==> config.mk <==
export PLATFORM = sky130hd
export DESIGN_NAME = omse_or_move_store_insn_exec
export DESIGN_NICKNAME = d
export VERILOG_FILES = /design/src/rtl/omse_pkg.sv /design/src/rtl/omse_or_move_store_insn_exec.sv
export SDC_FILE = /design/constraint.sdc
export NUM_CORES = 1
export LEC_CHECK = 0
export BUFFER_PORTS_ARGS = -buffer_cell sky130_fd_sc_hd__buf_2
export CELL_PAD_IN_SITES_DETAIL_PLACEMENT = 2
export CELL_PAD_IN_SITES_GLOBAL_PLACEMENT = 2
export CORE_ASPECT_RATIO = 1.1
export CORE_UTILIZATION = 24
export CTS_CLUSTER_DIAMETER = 30
export CTS_CLUSTER_SIZE = 28
export DETAILED_ROUTE_END_ITERATION = 7
export HOLD_SLACK_MARGIN = 0.12
export PLACE_DENSITY = 0.74
export REMOVE_ABC_BUFFERS = 1
export SLEW_MARGIN = 5
export SYNTH_ARGS = -nofsm -noshare
export SYNTH_HDL_FRONTEND = slang
export SYNTH_SLANG_ARGS = --single-unit
==> constraint.sdc <==
create_clock -name core_clk -period 2.4 [get_ports core_clk]
set_input_delay 0.72 -clock core_clk [delete_from_list [all_inputs] [get_ports core_clk]]
set_output_delay 0.72 -clock core_clk [all_outputs]
set_load 0.02 [all_outputs]
==> src/rtl/omse_pkg.sv <==
// Package for the OR / move / store instruction executor.
// Assumes a 14-bit instruction word and an 8-bit data path.
package omse_pkg;
    localparam int INSN_W = 14;
    localparam int DATA_W = 8;
    localparam int ADDR_W = 7;
    // Opcode fields
    localparam logic [5:0] OPC_OR_ACCUM = 6'h04;
    localparam logic [5:0] OPC_COPY_FILE = 6'h08;
    localparam logic [6:0] OPC_STORE_ACCUM = 7'h01;
    localparam logic [13:0] OPC_LOAD_CONFIG = 14'h0062;
    localparam int DEST_BIT = 7;
    // File address at which the configuration register also appears
    localparam logic [6:0] CONFIG_ADDR = 7'h01;
    // Reset values
    localparam logic [7:0] ACCUM_RST = 8'h00;
    localparam logic [7:0] CONFIG_RST = 8'hff;
    localparam logic ZERO_RST = 1'b0;
endpackage : omse_pkg

==> src/rtl/omse_or_move_store_insn_exec.sv <==
// Executes four one-cycle instructions against an external file register.
// Assumes fileRdData is the combinational read of fileAddr, same clock.
//////////////////////////////////////////////////////////////////////////////
// What this block does
// RULE1 - Opcode 000100: OR accumulator with file register, send to dest.
// RULE2 - OR dest bit 0 writes accumulator, 1 writes file register.
// RULE3 - Opcode 001000: copy file register to chosen destination.
// RULE4 - Copy dest bit 0 writes accumulator, 1 writes same register.
// RULE5 - Copy updates zero flag even when writing back to itself.
// RULE6 - Store opcode writes accumulator to file register, flags unchanged.
// RULE7 - Fixed config-load opcode copies accumulator to config, no flags.
// RULE8 - Config register also reachable as an ordinary file register.
// RULE9 - Software should prefer file stores over the config-load opcode.
// RULE10 - OR and copy set zero flag on zero result; one cycle each.
module omse_or_move_store_insn_exec (
    // Clock and reset
    input wire logic core_clk,
    input wire logic rst,
    // Instruction issue
    input wire logic insnValid,
    input wire logic [omse_pkg::INSN_W-1:0] insnWord,
    // File register port
    output logic [omse_pkg::ADDR_W-1:0] fileAddr,
    input wire logic [omse_pkg::DATA_W-1:0] fileRdData,
    output logic fileWrEn_r,
    output logic [omse_pkg::DATA_W-1:0] fileWrData_r,
    output logic [omse_pkg::ADDR_W-1:0] fileWrAddr_r,
    // Architectural state
    output logic [omse_pkg::DATA_W-1:0] accum_r,
    output logic [omse_pkg::DATA_W-1:0] config_r,
    output logic zeroFlag_r
);
    import omse_pkg::*;

    typedef enum {
        OP_NONE, OP_OR, OP_COPY, OP_STORE, OP_CFG_LOAD
    } omse_op_e;

    // The decode hard-wires the opcode field positions of a 14-bit word
    if (INSN_W != 14 || DATA_W != 8 || ADDR_W != 7) begin : g_widthCheck
        $error("Executor needs 14-bit words, 8-bit data, 7-bit addresses");
    end

    // One decoder serves both the datapath and the checks below
    function automatic omse_op_e decode_op(input logic valid,
                                           input logic [INSN_W-1:0] w);
        omse_op_e op;
        op = OP_NONE;
        if (!valid) begin
            op = OP_NONE;
        end else if (w[13:8] == OPC_OR_ACCUM) begin
            op = OP_OR; // RULE1
        end else if (w[13:8] == OPC_COPY_FILE) begin
            op = OP_COPY; // RULE3
        end else if (w[13:7] == OPC_STORE_ACCUM) begin
            op = OP_STORE; // RULE6
        end else if (w == OPC_LOAD_CONFIG) begin
            op = OP_CFG_LOAD; // RULE7
        end
        // Unmatched words fall through as no operation
        return op;
    endfunction : decode_op

    omse_op_e opKind;
    logic isOr, isCopy, isStore, isCfgLoad, destFile, cfgHit;
    logic [DATA_W-1:0] result;
    logic [DATA_W-1:0] accum_nxt, config_nxt, fileWrData_nxt;
    logic [ADDR_W-1:0] fileWrAddr_nxt;
    logic fileWrEn_nxt, zeroFlag_nxt;

    // Read address is the instruction field itself, so the file can
    // answer in the same cycle; this is the one combinational output.
    assign fileAddr = insnWord[ADDR_W-1:0];

    //////////////////////////////////////////////////////////////////////////
    always_comb begin
        opKind = decode_op(insnValid, insnWord);
        isOr = opKind == OP_OR; // RULE1
        isCopy = opKind == OP_COPY; // RULE3
        isStore = opKind == OP_STORE; // RULE6
        isCfgLoad = opKind == OP_CFG_LOAD; // RULE7
        destFile = insnWord[DEST_BIT];
        // Config register shadows its file address for reads
        cfgHit = fileAddr == CONFIG_ADDR; // RULE8
        result = isOr ? (accum_r | (cfgHit ? config_r : fileRdData))
                      : (cfgHit ? config_r : fileRdData); // RULE1
        accum_nxt = accum_r;
        config_nxt = config_r;
        zeroFlag_nxt = zeroFlag_r;
        fileWrEn_nxt = 1'b0;
        fileWrData_nxt = fileWrData_r;
        fileWrAddr_nxt = fileWrAddr_r;
        if (isOr || isCopy) begin
            zeroFlag_nxt = result == '0; // RULE5 RULE10
            if (destFile) begin // RULE2 RULE4
                fileWrEn_nxt = 1'b1;
                fileWrData_nxt = result;
                fileWrAddr_nxt = fileAddr;
                if (cfgHit)
                    config_nxt = result; // RULE8
            end else begin
                accum_nxt = result;
            end
        end else if (isStore) begin
            fileWrEn_nxt = 1'b1; // RULE6
            fileWrData_nxt = accum_r;
            fileWrAddr_nxt = fileAddr;
            if (cfgHit)
                config_nxt = accum_r; // RULE8
        end else if (isCfgLoad) begin
            config_nxt = accum_r; // RULE7
        end
    end

    always_ff @(posedge core_clk) begin
        if (rst) begin
            accum_r <= ACCUM_RST;
            config_r <= CONFIG_RST;
            zeroFlag_r <= ZERO_RST;
            fileWrEn_r <= 1'b0;
            fileWrData_r <= '0;
            fileWrAddr_r <= '0;
        end else begin
            accum_r <= accum_nxt;
            config_r <= config_nxt;
            zeroFlag_r <= zeroFlag_nxt;
            fileWrEn_r <= fileWrEn_nxt;
            fileWrData_r <= fileWrData_nxt;
            fileWrAddr_r <= fileWrAddr_nxt;
        end
    end
endmodule : omse_or_move_store_insn_exec

Word-level counts from Yosys, hierarchy flattened
Cells that the tools add are included.
{"block": "classes", "n_eq_ne": 12, "reduce_logical": 7, "n_mux": 22, "bitwise": 2}
{"op": "2-to-1 mux 8 bit", "n": 11}
{"op": "== test 32 x 3 -> 1 bit, second input constant", "n": 2}
{"op": "== test 32 x 2 -> 1 bit, second input constant", "n": 1}
{"op": "== test 32 x 4 -> 1 bit, second input constant", "n": 1}
{"op": "2-to-1 mux 7 bit", "n": 3}
{"op": "2-to-1 mux 3 bit", "n": 5}
{"op": "== test 14 x 7 -> 1 bit, second input constant", "n": 1}
{"op": "== test 7 x 1 -> 1 bit, second input constant", "n": 2}
{"op": "logical NOT 8 bit", "n": 1}
{"op": "bitwise OR 8 bit", "n": 1}
{"op": "== test 6 x 3 -> 1 bit, second input constant", "n": 1}
{"op": "== test 6 x 4 -> 1 bit, second input constant", "n": 1}
{"op": "inequality test 2 bit, second input constant", "n": 2}
{"op": "AND reduction 2 bit", "n": 2}
{"op": "AND reduction 4 bit", "n": 1}
{"op": "2-to-1 mux 1 bit", "n": 3}
{"op": "nonzero test 3 bit", "n": 1}
{"op": "inequality test 2 x 1 -> 1 bit, second input constant", "n": 1}
{"op": "nonzero test 2 bit", "n": 1}
{"op": "logical OR 1 bit", "n": 1}
{"op": "NOT 1 bit", "n": 1}
{"block": "totals", "reg_bits": 33, "input_bits": 25, "out_inout_bits": 40}

Longest topological paths before layout
Gate-level depths: netlist of the first run.
{"block": "logic_depth", "word_depth": 11, "depth_mapped": 7}

Least setup slack after synthesis of the first run
OpenSTA, ideal clock, no wires.
{"block": "synth_path", "path_type": "input to register", "from": "input insnWord[13] (netlist bit)", "to": "register config_r[0] (netlist bit)", "arrival_ns": 2.320, "stages": 5, "t_required_ns": 2.264, "setup_ns": 0.136, "path_slack_ns": -0.056, "n_path_buf": 1, "cell_sequence": "or4b_4 or4_4 buf_6 a2111oi_0 a22oi_1"}
{"block": "synth_between", "elab_chain_len": 11, "elab_cells_between_ends": 24, "classes_between": "eq/ne (11); mux (10); reduce/logical (3)"}
{"element": "start, declared", "line_no": "omse_or_move_store_insn_exec.sv:21", "source": "input wire logic [omse_pkg::INSN_W-1:0] insnWord,"}
{"element": "== test 14 x 7 -> 1 bit", "line_no": "omse_or_move_store_insn_exec.sv:57", "source": "end else if (w == OPC_LOAD_CONFIG) begin"}
{"element": "2-to-1 mux 3 bit", "line_no": "omse_or_move_store_insn_exec.sv:57"}
{"element": "2-to-1 mux 3 bit", "line_no": "omse_or_move_store_insn_exec.sv:55", "source": "end else if (w[13:7] == OPC_STORE_ACCUM) begin"}
{"element": "2-to-1 mux 3 bit", "line_no": "omse_or_move_store_insn_exec.sv:53", "source": "end else if (w[13:8] == OPC_COPY_FILE) begin"}
{"element": "2-to-1 mux 3 bit (*)", "line_no": "omse_or_move_store_insn_exec.sv:51", "source": "end else if (w[13:8] == OPC_OR_ACCUM) begin"}
{"element": "2-to-1 mux 3 bit (*)", "line_no": "omse_or_move_store_insn_exec.sv:49", "source": "if (!valid) begin"}
{"element": "== test 32 x 2 -> 1 bit", "line_no": "omse_or_move_store_insn_exec.sv:78", "source": "isOr = opKind == OP_OR;"}
{"element": "2-to-1 mux 8 bit", "line_no": "omse_or_move_store_insn_exec.sv:85", "source": "result = isOr ? (accum_r | (cfgHit ? config_r : fileRdData))"}
{"element": "2-to-1 mux 8 bit", "line_no": "omse_or_move_store_insn_exec.sv:99", "source": "if (cfgHit)"}
{"element": "2-to-1 mux 8 bit", "line_no": "omse_or_move_store_insn_exec.sv:95", "source": "if (destFile) begin"}
{"element": "2-to-1 mux 8 bit", "line_no": "omse_or_move_store_insn_exec.sv:93", "source": "if (isOr || isCopy) begin"}
{"element": "end signal, assigned", "line_no": "omse_or_move_store_insn_exec.sv:125", "source": "config_r <= config_nxt;"}
{"element": "end, declared", "line_no": "omse_or_move_store_insn_exec.sv:30", "source": "output logic [omse_pkg::DATA_W-1:0] config_r,"}
Mark *: on every way between the ends. The rest lies on a longest branch, timed or not. The select of a mux whose other input is x is not followed.
A chain may end at the register's enable or synchronous reset.

Worst setup path in the final report of the first run
Ends and elaborated chain as after synthesis.

==> results of run 1 <==
## power by group
part	switching, mW	leakage, nW	total [mW]	internal, mW
combinational	0.0716	0.540	0.117	0.0453
sequential	0.00199	0.266	0.552	0.550
clock	0.203	0.0395	0.409	0.206
## state kept, by name, indices dropped and copies added (netlist names)
signal,cells
accum_r,8
fileWrEn_r,1
fileWrData_r,8
fileWrAddr_r,7
zeroFlag_r,1
config_r,8
## path summary, 6_finish.rpt
check,from,end,slack (ns),depth (start not counted)
max,insnWord[13],config_r[0],0.04,5
min,fileWrAddr_r[5],fileWrAddr_r[5],0.49,2
max reg2reg,accum_r[1],zeroFlag_r,1.00,4
min reg2reg,fileWrAddr_r[5],fileWrAddr_r[5],0.49,2
## cells in the mapped netlist, drive strengths merged (2+ instances only)
library cell  count  area share (%)
a22oi             8             3.6
or2               2            0.75
nor2b             2            0.75
inv               7             1.6
nor4b             2             1.0
a311oi            8             4.2
mux2i             7             4.2
nor4              4             1.5
or4b              2             1.4
nand2            10             2.2
buf              13             5.2
nor3              3            0.90
nand3             8             2.4
o32ai             6             3.1
a21o              8             3.6
or3               3             1.1
dfxtp            33              39
clkbuf           10             2.2
a211o             2             1.0
a2111oi           8             4.2
o21ai             9             2.7
nor2             25             6.1
## routing by layer
| metal | global-route usage [%] | vias up | routed length (um) |
|---|---|---|---|
| met2 | 34.3 | 48 | 3250 |
| met1 | 20.7 | 910 | 2560 |
| li1 | - | 865 | - |
| met4 | 5.42 | 0 | 112 |
| met5 | 0 | - | 0 |
| met3 | 3.94 | 10 | 264 |
## critical path: cells and delay by family
kind | cells | cell delay (ns)
AO/OA/AOI/OAI | 2 | 0.59
buffers and inverters | 1 | 0.10
AND/OR/NAND/NOR | 2 | 1.11
## logic make-up (layout without fill, tap and decap cells)
group | Yosys count | count (layout)
buffers and inverters | 30 | 102
muxes | 7 | 7
xor gates and xnor gates | 1 | 1
and+or+nand+nor | 67 | 67
AOI/OAI and AO/OA | 56 | 56
DFF | 33 | 33
## per-stage QoR
| step | util (%) | worst slack [ns] | TNS [ns] | std cells | total power [mW] |
|---|---|---|---|---|---|
| after floorplan | - | -0.270 | -6.05 | 171 | 0.595 |
| after global placement | 32.0 | -0.213 | -1.91 | 338 | 0.676 |
| after detailed placement | 32.0 | -0.345 | -3.25 | 338 | 0.680 |
| after CTS | 33.3 | 0.00729 | 0 | 346 | 1.10 |
| after global routing | 34.0 | -0.0175 | -0.0429 | 348 | 1.13 |
| final | 34.0 | 0.0415 | 0 | 348 | 1.08 |
## layout make-up
class / instances / area [um^2] / area share [%]
inverters: 7 / 26.3 / 1.16
multi-input cells: 131 / 903 / 39.9
repair buffers: 87 / 493 / 21.8
well taps: 82 / 103 / 4.53
flip-flops and latches: 33 / 661 / 29.2
clock buffers: 8 / 80.1 / 3.53
## what timing repair did
action | CTS | global route
setup buffers | 0 | 2
setup endpoints to repair | 2 | 7
resized for setup | 3 | 10
hold buffers | 0 | 0
==> key figures, run 1 <==
Cells and area
  • Antenna Cells: 0
  • Fillers: 812
  • Final nets: 290
  • Share of layout cells above drive strength 1: 38.7%
  • Commonest non-fill, non-tap cell in the layout: buf_2
  • Final instance area: 2270 um^2
  • Most frequent cells in the layout: 64 x buf_2, 33 x dfxtp_1, 24 x nor2_1
  • Syn-to-layout area delta: 35.4%

Detailed routing
  • Mean number of vias per cell: 5.27
  • Drt drc: 0
  • Routed WL per cell: 17.8 um
  • Detailed-route wire length: 6190 um
  • Initial DRT Pass Iterations: 4
  • Detailed Route Iter0 Violations: 59
  • Routed Antenna Nets: 0
  • Vias: 1833

Logic synthesis
  • Mux cell area share after synthesis: under 10%
  • Synth cell types: 42
  • Largest family of logic cells by synthesized area: compound AO/OA/AOI/OAI gates
  • Async S/R FF share, synth: 0%
  • Seq/Total Area, Yosys: 39.5%
  • Mapped cell area: 1670 um^2
  • Post-Syn Area per Cell: 8.63 um^2
  • Complex-gate fraction of the synthesized area: 25.5%
  • Synth Flop Type: dfxtp_1
  • XOR/XNOR Fraction of Synth Area: 0.523%
  • Gate Count Post-Synth: 194
  • Flops & latches, synth: 33
  • Yosys Warn Count: 0
  • Adder-Cell Fraction of Synth Area: 0%
  • Post-synth EDFFs: 0
  • Post-Synth Simple-Gate Area: 21.3%

Setup path
  • Worst EP required: about 2.6 ns
  • Data arrival, critical path: 2.52 ns
  • Slowest cell on crit path: or4_4
  • Setup crit start kind: primary input
  • Crit. End Element: flip-flop
  • Worst path max stage delay: between 0.5 and 0.6 ns
  • WS Path Type: primary input to flip-flop
  • CP Cell Sequence: buf_2 > or4b_4 > or4_4 > a2111oi_1 > a22oi_1
  • Worst Path Max Fanout: 14

Clock network
  • H-tree depth: 2
  • Clock Path Buffers: 2
  • Root buffer cell: clkbuf_8
  • CTS Buf Count: 5
  • CTS Sinks: 33
  • Worst-Skew Late Latency: 0.29 ns
  • CTS clock-pin slew for the worst setup and hold paths: 0.07 ns
  • CTS tree: built

Timing
  • Slew HR: 22.0%
  • Fin crit share: 98.3%
  • Final min period: 2.36 ns
  • Final hold violations: 0
  • Clock skew: 0.00355 ns
  • Least-Margin Pin Slew: 1.17 ns
  • Final setup viols: 0
  • Fin Hold WS: 0.489 ns
  • RSZ-0062 raised after global routing: yes
  • Final Max Tran Viols: 0
  • Fmax: between 400 and 500 MHz

Global routing
  • First-pass GRT wire length: 10000 um
  • GRT Resource Usage Total: a little under a fifth
  • GRT overflow: 0
  • Largest net degree at the start of global routing: 28
  • Initial antenna violation count: 0
  • Vias in the first global route: 1980

Floorplan
  • Die area: 7310 um^2
  • # IOs: 65
  • Core Box Area: 6670 um^2
  • Die height: 89.6 um
  • Initial Utilization: 25.1%
  • FP Rows: 31
  • DIE WIDTH: 81.6 um

Placed design
  • Area after DPL: 2140 um^2
  • HPWL after detailed placement: around 4600 um
  • GPL Wtd Cong: 0.823
  • Port buffer count: 64

Status
  • Run status: completed

Power
  • Peak VDD IR: 0.000212 V
  • Static leakage: 0.845 nW
  • Pwr/cell area: 476 nW/um^2

Flow run
  • Max-Cap Viols: 0

Worst hold path
  • Worst hold path class: flip-flop to flip-flop
(Power assumes the default switching activity.)
==> run 2, diff against run 1 <==
BUFFER_PORTS_ARGS = -buffer_cell sky130_fd_sc_hd__buf_4   (was -buffer_cell sky130_fd_sc_hd__buf_2)
CTS_CLUSTER_DIAMETER = 40   (was 30)
==> run 2 against run 1 <==
Sequential power hardly changed; register-to-register slack worse by 0.02 ns; utilization is 2.1 points higher; clock skew is 0.0022 ns higher; flip-flop and latch count stayed put; critical path depth stayed put.
==> key figures, run 2 (synthesis gave the netlist of run 1 again) <==
Floorplan
  • # IOs: 65 (unchanged)
  • Initial Utilization: 25.1% (unchanged)
  • FP Rows: 31 (unchanged)
  • DIE WIDTH: 81.6 um (unchanged)
  • Die area: 7310 um^2 (unchanged)
  • Core Box Area: 6670 um^2 (unchanged)
  • Die height: 89.6 um (unchanged)

Timing
  • RSZ-0062 raised after global routing: yes
  • Final setup viols: 0 (unchanged)
  • Slew HR: 18.7% (-3.3 points)
  • Clock skew: 0.00577 ns (+0.00221 ns)
  • Final Max Tran Viols: 0 (unchanged)
  • Final WS setup: 0.00640 ns (-0.0351 ns)
  • Final min period: 2.39 ns (+0.0351 ns)
  • Least-Margin Pin Slew: 1.22 ns (+0.0489 ns)
  • Final hold violations: 0 (unchanged)
  • Fmax: 418 MHz (-1.5%)
  • Fin crit share: 99.7% (+1.5 points)
  • Fin Hold WS: 0.506 ns (+0.0164 ns)

Global routing
  • GRT Resource Usage Total: 17.5% (-0.80 points)
  • Vias in the first global route: 1828 (-7.7%)
  • Initial antenna violation count: 0 (unchanged)
  • Largest net degree at the start of global routing: 46 (+64%)
  • GRT overflow: 0 (unchanged)
  • First-pass GRT wire length: 9510 um (-5.0%)

Setup path
  • Setup crit start kind: primary input
  • WS Path Type: primary input to flip-flop
  • Worst path depth: 5 (unchanged)
  • Top delay family on crit path: simple AND/OR/NAND/NOR gates
  • WP buf/inv: 1 (unchanged)
  • Worst path max stage delay: 0.57 ns (about the same)
  • Worst Path Max Fanout: 14 (unchanged)
  • Slowest cell on crit path: or4b_4
  • Crit. End Element: flip-flop
  • Worst reg-to-reg path cell count: 4 (unchanged)
  • CP Cell Sequence: buf_4 > or4b_4 > or4_4 > a2111oi_1 > a22oi_1
  • Reg2Reg Launch Point: accum_r[4]
  • Data arrival, critical path: 2.56 ns (+0.04 ns)
  • Crit path from: insnWord[13]
  • Worst EP required: 2.56 ns (about the same)

Worst hold path
  • Hold path cells: 2 (unchanged)
  • Worst hold path class: flip-flop to flip-flop
  • Hold path start: fileWrData_r[1]

Clock network
  • Hold Buf Count CTS: 0 (unchanged)
  • H-tree depth: 2 (unchanged)
  • CTS Sinks: 33 (unchanged)
  • Root buffer cell: clkbuf_8
  • Clock Path Buffers: 2 (unchanged)
  • CTS clock-pin slew for the worst setup and hold paths: 0.07 ns (about the same)
  • Worst-Skew Late Latency: 0.29 ns (about the same)
  • CTS Buf Count: 5 (unchanged)
  • CTS tree: built

Detailed routing
  • Drt drc: 0 (unchanged)
  • Detailed-route wire length: 6020 um (-2.7%)
  • Detailed Route Iter0 Violations: 71 (+20%)
  • Initial DRT Pass Iterations: 4 (unchanged)
  • Mean number of vias per cell: 5.26 (about the same)
  • Routed WL per cell: 17.5 um (-1.5%)
  • Vias: 1811 (-1.2%)
  • Routed Antenna Nets: 0 (unchanged)

Power
  • Sequential Power Share: 49.6% (-1.6 points)
  • Pwr/cell area: 462 nW/um^2 (-3.0%)
  • Clk pwr share: 38.8% (+0.8 points)
  • Switch Pwr: 0.276 mW (-0.30%)
  • Static leakage: 0.875 nW (+3.5%)
  • Pint: 0.837 mW (+4.3%)
  • Sw frac: 24.8% (-0.86 points)
  • Peak VDD IR: 0.000259 V (+22%)
  • Comb pwr share: 11.5% (+0.7 points)
  • Overall power: 1.11 mW (+3.2%)

Cells and area
  • Fillers: 785 (-3.3%)
  • Syn-to-layout area delta: 43.9%
  • Commonest non-fill, non-tap cell in the layout: buf_4
  • Share of layout cells above drive strength 1: 38.5% (-0.17 points)
  • Largest registers: accum_r (8), config_r (8), fileWrData_r (8)
  • Antenna Cells: 0 (unchanged)
  • Most frequent cells in the layout: 84 x buf_4, 33 x dfxtp_1, 24 x nor2_1
  • Final nets: 287 (-1.0%)

Status
  • Run status: completed

Placed design
  • HPWL after detailed placement: 4410 um (-4.8%)
  • Post-Place Setup Slack: -0.374 ns (-0.0289 ns)
  • GPL Wtd Cong: 0.784 (-4.8%)
  • Port buffer count: 64 (unchanged)

Flow run
  • Max-Cap Viols: 0 (unchanged)
-- run 2: cell count changes in the layout (fill, tap and decap cells not counted), sizes merged --
cell / change
clkbuf: -1
buf: -3
-- run 2: layout make-up --
cell class	count	area [um^2]	area share [%]
sequential	33	661	27.4
tap	82	103	4.26
clock buffer	7	86.3	3.58
inverter	7	26.3	1.09
timing repair buffer	84	631	26.2
multi-input combinational	131	902	37.5
-- run 2: what timing repair did --
action	4_1_cts	5_1_grt
buffers inserted	0	2
pin swaps	0	0
endpoints found under the setup margin	2	7
resized for setup	3	10
-- run 2: power groups by stage --
stage                     Clock, mW  Combinational, mW  Sequential (mW)
final                         0.432              0.128            0.552
after global routing          0.476              0.138            0.552
after CTS                     0.452              0.128            0.552
after detailed placement          0              0.127            0.565
after global placement            0              0.125            0.565
after floorplan                   0             0.0276            0.568
-- run 2: worst paths after layout --
check / end / slack, ns
worst min-delay path: fileWrData_r[1] / 0.51
worst max register to register: zeroFlag_r / 0.98
worst min register to register: fileWrData_r[1] / 0.51
worst max-delay path: config_r[5] / 0.006
-- run 2: stage by stage --
| stage | setup TNS, ns | cells | util [%] | area, um^2 |
|---|---|---|---|---|
| 2_1_floorplan | -6.05 | 171 | - | 1550 |
| 6_report | 0 | 344 | 36.1 | 2410 |
| 4_1_cts | -0.00815 | 342 | 35.5 | 2370 |
| 3_3_place_gp | -3.11 | 335 | 34.1 | 2270 |
| 3_5_place_dp | -4.03 | 335 | 34.1 | 2270 |
| 5_1_grt | -0.0738 | 344 | 36.1 | 2410 |
-- run 2: metal layers --
metal | vias to the layer above | part of all wire, % | track usage (%)
li1 | 860 | - | -
met1 | 900 | 43 | 20.9
met2 | 43 | 51 | 30.8
met3 | 8 | 4.8 | 4.04
met4 | 0 | 1.3 | 6.22
met5 | - | 0 | 0
-- run 2: worst register-to-register path, delay by kind of cell, from the launching register on --
| kind | cells | cell delay [ns] |
|---|---|---|
| AND/OR/NAND/NOR | 2 | 0.49 |
| AO/OA/AOI/OAI | 2 | 0.49 |
| flip-flops | 1 | 0.36 |
==> run 3, diff against run 2 <==
SETUP_SLACK_MARGIN = 0.05   (was default)
==> run 3 against run 2 <==
Via count rose by 2.9%; global-route usage rose by 0.13 points; power rose by 1.5%; final area rose by 6.7%; hold slack improved by 0.0016 ns; sequential power barely moved; highest routed layer unchanged.
==> key figures, run 3 (synthesis gave the netlist of run 1 again) <==
Status
  • Run status: completed

Detailed routing
  • Detailed-route wire length: 6520 um (+8.2%)
  • Vias: 1864 (+2.9%)
  • Routed Antenna Nets: 0 (unchanged)
  • Routed WL per cell: 18.8 um (+7.3%)
  • Mean number of vias per cell: 5.37 (+2.0%)
  • Detailed Route Iter0 Violations: 93 (+31%)
  • Initial DRT Pass Iterations: 4 (unchanged)
  • Drt drc: 0 (unchanged)

Power
  • Pwr/cell area: 439 nW/um^2 (-4.9%)
  • Overall power: 1.13 mW (+1.5%)
  • Static leakage: 0.890 nW (+1.7%)
  • Sequential Power Share: 48.9% (-0.7 points)
  • Peak VDD IR: 0.000261 V (+0.86%)
  • Clk pwr share: 38.7% (about the same)
  • Pint: 0.839 mW (+0.31%)
  • Comb pwr share: 12.4% (+0.9 points)
  • Switch Pwr: 0.290 mW (+5.1%)
  • Sw frac: 25.7% (+0.89 points)

Placed design
  • GPL Wtd Cong: 0.784 (unchanged)
  • Post-Place Setup Slack: -0.374 ns (unchanged)
  • Placed Cells: 335 (unchanged)
  • Area after DPL: 2270 um^2 (unchanged)
  • Port buffer count: 64 (unchanged)
  • HPWL after detailed placement: 4410 um (unchanged)

Flow run
  • Max-Cap Viols: 0 (unchanged)

Timing
  • Fmax: 423 MHz (+1.4%)
  • Final WS setup: 0.0386 ns (+0.0322 ns)
  • RSZ-0062 raised after global routing: yes
  • Final setup viols: 0 (unchanged)
  • Final min period: 2.36 ns (-0.0322 ns)
  • Final hold violations: 0 (unchanged)
  • Fin Hold WS: 0.507 ns (+0.00159 ns)
  • Least-Margin Pin Slew: 0.755 ns (-0.464 ns)
  • Final Max Tran Viols: 0 (unchanged)
  • Slew HR: 49.7% (+31 points)
  • Clock skew: 0.00945 ns (+0.00368 ns)
  • Setup_tns: 0 ns (unchanged)
  • Fin crit share: 98.4% (-1.3 points)

Clock network
  • Root buffer cell: clkbuf_8
  • Worst-Skew Late Latency: 0.30 ns (about the same)
  • Clock Path Buffers: 2 (unchanged)
  • CTS Sinks: 33 (unchanged)
  • CTS Buf Count: 5 (unchanged)
  • CTS tree: built
  • H-tree depth: 2 (unchanged)
  • CTS clock-pin slew for the worst setup and hold paths: 0.07 ns (about the same)

Setup path
  • Worst reg-to-reg path cell count: 4 (unchanged)
  • Reg2Reg Capture Point: zeroFlag_r
  • Setup crit start kind: primary input
  • Worst EP required: 2.57 ns (about the same)
  • CP endpoint: config_r[6]
  • Data arrival, critical path: 2.53 ns (-0.03 ns)
  • Reg2Reg Launch Point: accum_r[0]
  • WS Path Type: primary input to flip-flop
  • Worst Path Max Fanout: 7 (-7)
  • Crit path from: insnWord[9]
  • Crit. End Element: flip-flop
  • R2r setup slk: 0.97 ns (about the same)

Cells and area
  • Most frequent cells in the layout: 84 x buf_4, 33 x dfxtp_1, 24 x nor2_1
  • Fillers: 755 (-3.8%)
  • Antenna Cells: 0 (unchanged)
  • Final instance area: 2570 um^2 (+6.7%)
  • Fin cells: 347 (+0.87%)
  • Final core occ: 38.5% (+2.4 points)
  • Final nets: 290 (+1.0%)
  • Commonest non-fill, non-tap cell in the layout: buf_4
  • Syn-to-layout area delta: 53.5%
  • Share of layout cells above drive strength 1: 41.1% (+2.6 points)
  • Largest registers: accum_r (8), config_r (8), fileWrData_r (8)

Floorplan
  • DIE WIDTH: 81.6 um (unchanged)
  • Die height: 89.6 um (unchanged)
  • Die area: 7310 um^2 (unchanged)
  • Core Box Area: 6670 um^2 (unchanged)
  • Initial Utilization: 25.1% (unchanged)
  • FP Rows: 31 (unchanged)
  • # IOs: 65 (unchanged)

Global routing
  • Initial antenna violation count: 0 (unchanged)
  • GRT overflow: 0 (unchanged)
  • Vias in the first global route: 1849 (+1.1%)
  • Largest net degree at the start of global routing: 46 (unchanged)
  • First-pass GRT wire length: 9600 um (+0.94%)
  • GRT Resource Usage Total: 17.7% (+0.13 points)

Worst hold path
  • Worst hold path class: flip-flop to flip-flop
-- run 3: cell count changes in the layout (fill, tap and decap cells not counted), moves of 2 or more --
cell / change
a2111oi_4: +7
a2111oi_2: -4
a2111oi_1: -2
buf_6: +2
-- run 3: layout make-up --
class / count / area, um^2 / share of cell area, %
multi-input cells: 132 / 1040 / 40.5
flip-flops and latches: 33 / 661 / 25.7
repair buffers: 86 / 653 / 25.4
well taps: 82 / 103 / 3.99
clock buffers: 7 / 86.3 / 3.36
inverters: 7 / 26.3 / 1.02
-- run 3: power groups by stage --
stage | sequential (mW) | clock [mW] | combinational (mW)
2_1_floorplan | 0.568 | 0 | 0.0276
3_3_place_gp | 0.565 | 0 | 0.125
3_5_place_dp | 0.565 | 0 | 0.127
4_1_cts | 0.552 | 0.452 | 0.128
5_1_grt | 0.553 | 0.481 | 0.149
6_report | 0.553 | 0.437 | 0.140
-- run 3: worst min-delay path by stage --
stage	start	to	cells past startpoint	slack (ns)
after CTS	fileWrData_r[1]	fileWrData_r[1]	2	0.51
after floorplan	zeroFlag_r	zeroFlag_r	2	0.56
after detailed placement	fileWrAddr_r[1]	fileWrAddr_r[1]	2	0.50
final	fileWrAddr_r[6]	fileWrAddr_r[6]	2	0.51
after global routing	fileWrData_r[4]	fileWrData_r[4]	2	0.53
after global placement	fileWrAddr_r[4]	fileWrAddr_r[4]	2	0.48
-- run 3: routing by layer --
layer	wire length, um	up-vias	global-route usage (%)
li1	-	871	-
met4	104	0	6.22
met1	2800	935	21.1
met5	0	-	0
met3	304	10	4.04
met2	3310	48	31.0
-- run 3: critical path, cell delays in order --
cell       delay, ns
buf_6           0.09
or4b_4          0.58
or4_4           0.65
a2111oi_4       0.36
a22oi_1         0.12
-- run 3: timing repair --
action,CTS,global route
endpoints found under the setup margin,7,9
setup buffers,2,2
cloned,0,1
hold buffers,0,0
pin swaps,0,11
gates resized for setup,4,25
